## src/dwr_cfg.svh

```systemverilog
// Purpose: Addresses, reset values, field positions and cycle counts
//          of the digital watchdog.
// Assumes: Included by the package and the watchdog module.
// Notes:   Definitions only.
`ifndef DWR_CFG_SVH
`define DWR_CFG_SVH

// Register byte addresses on the data-space bus
`define DWR_ADDR_CTRL 8'hd8
`define DWR_ADDR_STAT 8'hd9

// Control register reset value and field positions
`define DWR_CTRL_RST 8'hfe
`define DWR_C_BIT 0
`define DWR_SWR_BIT 1
`define DWR_T_TOP 7

// Physical counter: bits 0..5 countdown, bit 6 software reset
`define DWR_CNT_MSB 6
`define DWR_CNT_RST 7'h7f
`define DWR_CNT_TRIG 7'h40

// Program counter value fetched after every reset
`define DWR_VEC_ADDR 12'hffe

// Cycle counts
`define DWR_TICK_CYC 3072
`define DWR_HOLD_CYC 2048
`define DWR_CNT_MAX 4096

`endif

```

## src/dwr_pkg.sv

```systemverilog
// Purpose: Types shared by the digital watchdog.
// Assumes: dwr_cfg.svh on the include path.
// Notes:   Whole module state lives in one packed struct.
`include "dwr_cfg.svh"

package dwr_pkg;

   typedef struct packed
   {
      logic pin1;
      logic pin2;
      logic nmi1;
      logic nmi2;
      logic rst_act;
      logic [11:0] hold;
      logic [11:0] pre;
      logic [6:0] cnt;
      logic en;
      logic stop;
      logic wait_m;
      logic nmi_mode;
      logic svc;
      logic stack_clr;
      logic wd_cause;
      logic ack;
      logic [7:0] dat;
      logic [11:0] vec;
      logic [12:0] hl;
   } dwr_state_t;

endpackage

```

## src/dwr_top.sv

```systemverilog
// Purpose: Digital watchdog with internal reset stretcher and stop control.
// Assumes: Classic Wishbone, 8-bit data, one clock; pins are asynchronous.
// Notes:   Activation and stop-control options are static parameters.
//
// Behaviour
// - Missed reload forces internal reset, counter reinitialised
// - Watchdog reset restarts like pin reset
// - Any reset clears stack, fetches vector 0FFEh
// - Reset sets NMI mode; return clears, serves pending
// - Reset when downcounter steps from 40h to 3Fh
// - Software option: disabled until activation bit set
// - Once active, only reset disables watchdog
// - Disabled watchdog lets stop enter stop mode
// - Hardware option: always on, stop becomes wait
// - External control, NMI low: stop becomes wait
// - External control, NMI high: freeze and stop
// - Wake from stop resumes counting from frozen value
// - Register resets to 0FEh, longest period
// - Clearing software-reset bit resets immediately
// - Countdown bits map reversed onto counter
// - Falling counter bit 6 triggers reset
// - 64 periods, 3072 to 196608 cycles
// - Hardware option reads active; else 7-bit timer
// - At least 28 instructions before watchdog reset
// - Internal reset held 2048 cycles after release
`timescale 1ns/1ps
`include "dwr_cfg.svh"

module dwr_top
   import dwr_pkg::*;
#(
   parameter bit HW_ACT = 1'b0,
   parameter bit EXT_STOP = 1'b0,
   parameter int TICK_CYC = `DWR_TICK_CYC,
   parameter int HOLD_CYC = `DWR_HOLD_CYC
)
(
   // Clock and reset
   input wire logic clk_i,
   input wire logic rst_i,
   // Wishbone slave
   input wire logic cyc_i,
   input wire logic stb_i,
   input wire logic we_i,
   input wire logic [7:0] adr_i,
   input wire logic [7:0] dat_i,
   input wire logic sel_i,
   output logic [7:0] dat_o,
   output logic ack_o,
   // Device pins
   input wire logic ext_rst_n_i,
   input wire logic nmi_i,
   // Core handshake
   input wire logic stop_req_i,
   input wire logic wake_i,
   input wire logic irq_ret_i,
   input wire logic irq_pend_i,
   // Core control
   output logic core_rst_o,
   output logic stack_clr_o,
   output logic [11:0] vec_addr_o,
   output logic nmi_mode_o,
   output logic irq_svc_o,
   output logic stop_mode_o,
   output logic wait_mode_o,
   output logic wdg_en_o
);

   ////////////////////////////////////////////////////////////////////////
   // Elaboration checks and constants

   if (TICK_CYC < 1 || TICK_CYC > `DWR_CNT_MAX)
   begin : g_bad_tick
      $error("TICK_CYC out of range");
   end
   if (HOLD_CYC < 1 || HOLD_CYC > `DWR_CNT_MAX)
   begin : g_bad_hold
      $error("HOLD_CYC out of range");
   end

   localparam logic [11:0] TICK_RLD = 12'(TICK_CYC - 1);
   localparam logic [11:0] HOLD_RLD = 12'(HOLD_CYC - 1);

   localparam dwr_state_t RST_S = '{
      pin1: 1'b1, pin2: 1'b1, nmi1: 1'b0, nmi2: 1'b0,
      rst_act: 1'b1, hold: HOLD_RLD, pre: TICK_RLD,
      cnt: `DWR_CNT_RST, en: 1'b0, stop: 1'b0, wait_m: 1'b0,
      nmi_mode: 1'b1, svc: 1'b0, stack_clr: 1'b0, wd_cause: 1'b0,
      ack: 1'b0, dat: 8'h00, vec: `DWR_VEC_ADDR, hl: 13'h0000};

   dwr_state_t s_q;
   dwr_state_t s_d;

   logic req_w;
   logic wr_ctrl_w;
   logic en_w;
   logic tick_w;
   logic trig_sw_w;
   logic trig_wd_w;
   logic [6:0] wr_cnt_w;
   logic [7:0] rd_ctrl_w;

   ////////////////////////////////////////////////////////////////////////
   // Register bit order versus physical counter

   for (genvar i = 0; i < `DWR_CNT_MSB; i++)
   begin : g_map
      assign wr_cnt_w[i] = dat_i[`DWR_T_TOP - i];
      assign rd_ctrl_w[`DWR_T_TOP - i] = s_q.cnt[i];
   end
   assign wr_cnt_w[`DWR_CNT_MSB] = dat_i[`DWR_SWR_BIT];
   assign rd_ctrl_w[`DWR_SWR_BIT] = s_q.cnt[`DWR_CNT_MSB];
   assign rd_ctrl_w[`DWR_C_BIT] = en_w;

   ////////////////////////////////////////////////////////////////////////
   // Event decode

   assign req_w = cyc_i & stb_i & ~s_q.ack;
   // Writes during the internal reset are dropped: the register is held
   assign wr_ctrl_w = req_w & we_i & sel_i & ~s_q.rst_act
                    & (adr_i == `DWR_ADDR_CTRL);
   assign en_w = HW_ACT | s_q.en;
   // Prescaler stands still while stopped, so the count is frozen
   assign tick_w = (s_q.pre == 12'h000) & ~s_q.stop & ~s_q.rst_act;
   assign trig_sw_w = wr_ctrl_w & ~dat_i[`DWR_SWR_BIT]
                    & s_q.cnt[`DWR_CNT_MSB];
   // Bit 6 falls only on the step from 40h; a write in the same cycle wins
   assign trig_wd_w = en_w & tick_w & ~wr_ctrl_w
                    & (s_q.cnt == `DWR_CNT_TRIG);

   ////////////////////////////////////////////////////////////////////////
   // Next state

   always_comb
   begin
      s_d = s_q;
      s_d.pin1 = ext_rst_n_i;
      s_d.pin2 = s_q.pin1;
      s_d.nmi1 = nmi_i;
      s_d.nmi2 = s_q.nmi1;
      s_d.ack = req_w;
      s_d.svc = 1'b0;
      s_d.stack_clr = 1'b0;
      s_d.vec = `DWR_VEC_ADDR;
      s_d.hl = (s_q.rst_act & s_q.pin2) ? s_q.hl + 13'h0001 : 13'h0000;
      if (req_w & ~we_i)
      begin
         case (adr_i)
            `DWR_ADDR_CTRL: s_d.dat = rd_ctrl_w;
            `DWR_ADDR_STAT: s_d.dat = {4'h0, s_q.wd_cause, en_w,
                                       s_q.wait_m, s_q.stop};
            default: s_d.dat = 8'h00;
         endcase
      end
      if (s_q.rst_act)
      begin
         // Register and modes sit at their reset values throughout
         s_d.cnt = `DWR_CNT_RST;
         s_d.en = 1'b0;
         s_d.pre = TICK_RLD;
         s_d.stop = 1'b0;
         s_d.wait_m = 1'b0;
         s_d.nmi_mode = 1'b1;
         if (!s_q.pin2)
         begin
            s_d.hold = HOLD_RLD;
         end
         else if (s_q.hold == 12'h000)
         begin
            s_d.rst_act = 1'b0;
            s_d.stack_clr = 1'b1;
         end
         else
         begin
            s_d.hold = s_q.hold - 12'h001;
         end
      end
      else if (trig_sw_w | trig_wd_w | ~s_q.pin2)
      begin
         // Same stretched sequence whatever the cause
         s_d.rst_act = 1'b1;
         s_d.hold = HOLD_RLD;
         s_d.wd_cause = trig_sw_w | trig_wd_w;
      end
      else
      begin
         // A reload restarts the prescaler so a load of n gives n+1 ticks
         if (wr_ctrl_w | tick_w)
         begin
            s_d.pre = TICK_RLD;
         end
         else if (!s_q.stop)
         begin
            s_d.pre = s_q.pre - 12'h001;
         end
         if (wr_ctrl_w)
         begin
            s_d.cnt = wr_cnt_w;
            s_d.en = s_q.en | dat_i[`DWR_C_BIT];
         end
         else if (tick_w)
         begin
            // With the watchdog off this is a free 7-bit timer
            s_d.cnt = s_q.cnt - 7'h01;
         end
         if (stop_req_i & ~s_q.stop & ~s_q.wait_m)
         begin
            if (!en_w)
            begin
               s_d.stop = 1'b1;
            end
            else if (EXT_STOP & s_q.nmi2)
            begin
               s_d.stop = 1'b1;
            end
            else
            begin
               s_d.wait_m = 1'b1;
            end
         end
         if (wake_i)
         begin
            s_d.stop = 1'b0;
            s_d.wait_m = 1'b0;
         end
         if (irq_ret_i)
         begin
            s_d.nmi_mode = 1'b0;
            s_d.svc = irq_pend_i;
         end
      end
   end

   always_ff @(posedge clk_i)
   begin
      if (rst_i)
      begin
         s_q <= RST_S;
      end
      else
      begin
         s_q <= s_d;
      end
   end

   ////////////////////////////////////////////////////////////////////////
   // Outputs

   assign dat_o = s_q.dat;
   assign ack_o = s_q.ack;
   assign core_rst_o = s_q.rst_act;
   assign stack_clr_o = s_q.stack_clr;
   assign vec_addr_o = s_q.vec;
   assign nmi_mode_o = s_q.nmi_mode;
   assign irq_svc_o = s_q.svc;
   assign stop_mode_o = s_q.stop;
   assign wait_mode_o = s_q.wait_m;
   assign wdg_en_o = s_q.en;
endmodule // dwr_top

```

## config.mk

```make
export PLATFORM = sky130hd
export DESIGN_NAME = dwr_top
export DESIGN_NICKNAME = d
export VERILOG_FILES = /design/src/dwr_pkg.sv /design/src/dwr_top.sv
export VERILOG_INCLUDE_DIRS = /design/src
export SDC_FILE = /design/constraint.sdc
export NUM_CORES = 1
export LEC_CHECK = 0
export ABC_AREA = 1
export BUFFER_PORTS_ARGS = -buffer_cell sky130_fd_sc_hd__buf_2
export CORE_MARGIN = 10
export CORE_UTILIZATION = 31
export CTS_CLUSTER_DIAMETER = 120
export DETAILED_ROUTE_END_ITERATION = 10
export HOLD_SLACK_MARGIN = 0.08
export PLACE_DENSITY = 0.53
export SLEW_MARGIN = 5
export SYNTH_ARGS = -nofsm -noshare
export SYNTH_HDL_FRONTEND = slang
export SYNTH_SLANG_ARGS = --single-unit
```

## constraint.sdc

```tcl
create_clock -name clk_i -period 2.15 [get_ports clk_i]
set_input_delay 0.5375 -clock clk_i [delete_from_list [all_inputs] [get_ports clk_i]]
set_output_delay 0.5375 -clock clk_i [all_outputs]
set_load 0.01 [all_outputs]
```

==> key figures <==
Layout
  – Area grow syn2layout: 13.3%
  – Share of cells above drive strength 1: 20.7%
  – Nets@finish: 520
  – Commonest cells after routing, fill and taps aside: nand2_1, nand3_1, dfxtp_1, nor2_1, inv_1
  – # diodes: 0
  – Commonest non-fill, non-tap cell in the layout: nand2_1

Floorplanning
  – Die height: 118 µm
  – Core Box Area: 9330 µm²
  – Ports: 56
  – FP Rows: 35
  – Die ar.: 14000 µm²
  – Initial Utilization: 32.0%
  – Die Width: 118 µm

Worst setup path
  – Worst-path fanout max: 12
  – CP top delay family: simple AND/OR/NAND/NOR gates
  – CP Cell Sequence: inv_1, ha_1, inv_1, nor2_1, nand2_1, nor2_2, nand3_2, nand2_2, nand2_4, nand3_4, nand2_2, nand2_1, nand3_1
  – R2r startpoint: s_q[48]
  – Worst R2R End: s_q[69]
  – Reg-to-reg slack, setup: 0.28 ns
  – CP startpoint kind: flop
  – Worst Path Arrival: 2.03 ns
  – WP data required: 2.31 ns
  – Worst setup EP type: flop
  – Largest stage delay, worst path: 0.32 ns
  – Buffers & Inverters on Critical Path: 2
  – CP max-delay cell: dfxtp_1
  – Worst path depth: 13
  – Path type of the worst setup path: reg2reg
  – Reg2Reg Depth: 13

Run
  – Max cap viols: 0

Timing
  – Hold Fails Final Rpt: 0
  – RSZ-0062 raised after global routing: no
  – Slew Limit Fails: 0
  – Relative slew margins: 64.6%
  – Worst Skew: 0.00697 ns
  – Final period util: 86.9%
  – Worst-Margin Slew: 0.527 ns
  – Setup TNS: 0 ns
  – Final setup fails: 0
  – Max Fclk: 535 MHz
  – Crit path time final: 1.87 ns

Clocking
  – Hold_buf cts: 0
  – Post-CTS setup buffer count: 0
  – Clock Latency Late Sink: 0.30 ns
  – Clk slew on worst S/H paths: 0.09 ns
  – TritonCTS buffer count: 5
  – Clk buf depth: 2
  – H-tree lvl count: 2
  – Root Buffer: clkbuf_8
  – Clk sinks: 50
  – CTS tree: done
  – Post-cts sizing count: 0

Synthesis
  – Synth Register Bits: 50
  – Sequential area share after synthesis: 33.5%
  – Yosys cell types: 37
  – Syn_area_per_cell: 6.68 µm²
  – Mapped cell area: 2990 µm²
  – Synth warnings: 0
  – Synth Instances: 447

GRT
  – Pin count of the biggest net entering global routing: 18
  – Vias in the first global route: 2784
  – Antenna violations before repair: 0
  – First-pass GRT wire length: 12.9 mm
  – Total global-route track usage: 10.4%
  – Grt ovf: 0

Pwr
  – Worst vdd ir: 0.273 mV
  – Static Leakage: 1.65 nW
  – Pwr dens: 503 nW/µm²
  – Total power: 1.70 mW

Detailed routing
  – DR pass1 iterations: 5
  – Final ANT Viol Nets: 0
  – Vias per inst: 4.56
  – Routed via count: 2821
  – DRC violation count after routing: 0
  – Overall routed net length: 7.23 mm
  – Initial DRC count: 186
  – DR WL/cell: 11.7 µm

Place
  – Dpl hpwl: 5.60 mm
  – I/O Buffers: 42
  – Gpl congestion: 0.833

Run status
  – Status: finished clean

Worst hold path
  – WHS Endpoint: s_q[75]
  – Hold depth: 1
  – Worst min path class: reg2reg
  – Hold Crit Start: s_d[75]
[layout make-up]
| type | instances | area (µm²) |
|---|---|---|
| Inverter | 54 | 205 |
| Sequential cell | 50 | 1000 |
| Tap cell | 129 | 161 |
| Fill cell | 1046 | 5940 |
| Multi-Input combinational cell | 322 | 1590 |
| Clock inverter | 3 | 45.0 |
| Clock buffer | 5 | 68.8 |
| Timing Repair Buffer | 55 | 308 |
[worst reg2reg max path, delay by kind of cell (launching register included)]
family	cells	cell delay (ns)
buffers and inverters	2	0.17
adder cells (fa/ha/maj)	1	0.21
flip-flops	1	0.32
AND/OR/NAND/NOR	10	1.01
[how the worst max path moves through the flow]
| stage | start | endpoint |
|---|---|---|
| global placement | adr_i[2] | s_q[69] |
| floorplan | adr_i[3] | s_q[65] |
| detailed placement | adr_i[2] | s_q[64] |
| finish | s_q[48] | s_q[69] |
| CTS | s_q[48] | s_q[69] |
| global route | s_q[60] | s_q[64] |
[metal layers]
metal / global-route usage [%] / vias to the layer above / share of wire, %
met3: 3.24 / 7 / 6.0
met2: 16.8 / 64 / 45
met1: 13.4 / 1265 / 48
met4: 2.16 / 0 / 0.97
li1: - / 1485 / -
met5: 0 / - / 0
[flip-flops by register name (all words and copies together) (netlist names)]
signal	flops
ack_o	1
s_d	1
stack_clr_o	1
s_q	26
dat_o	8
nmi_mode_o	1
stop_mode_o	1
irq_svc_o	1
rd_ctrl_w	7
core_rst_o	1
wait_mode_o	1
wdg_en_o	1
[through the flow]
stage	util [%]	worst slack, ns	instances	hold slack [ns]	instance area (µm²)
floorplan	-	0.404	457	0.389	3020
global placement	35.1	0.155	610	0.393	3270
detailed placement	35.1	0.118	610	0.402	3270
CTS	36.3	0.283	618	0.418	3380
global route	36.3	0.0907	618	0.418	3380
finish	36.3	0.281	618	0.420	3380
[logic make-up after synthesis]
| kind of cell | after synthesis | share of synthesized area [%] |
|---|---|---|
| AOI/OAI and AO/OA | 46 | 9.64 |
| other | 2 | 0.252 |
| DFF | 50 | 33.5 |
| buffers and inverters | 85 | 14.3 |
| adders and majority gates | 4 | 1.68 |
| xor gates and xnor gates | 5 | 1.47 |
| and+or+nand+nor | 255 | 39.1 |
[cell usage after synthesis (all sizes together)]
cell,count,area [µm²]
nor2,54,223
o21ai,21,105
buf,25,200
xor2,4,35.0
xnor2,1,8.76
a221oi,1,8.76
a21oi,12,63.8
o211ai,5,62.6
or2,4,25.0
a31oi,5,31.3
o311ai,1,8.76
o31ai,1,7.51
inv,54,205
nand3,62,350
nand4,6,37.5
conb,2,7.51
dfxtp,50,1000
nand2,123,492
ha,4,50.1
nand3b,2,15.0
nor3,4,25.0
clkbuf,6,22.5
[where the power goes]
part	switching (mW)	internal (mW)	total [mW]	leakage, nW
Sequential	0.00424	0.932	0.937	0.405
Clock	0.316	0.346	0.662	0.0504
Combinational	0.0627	0.0389	0.102	1.19
Total	0.383	1.32	1.70	1.65
Note: power is estimated with default switching activity, not from simulation.
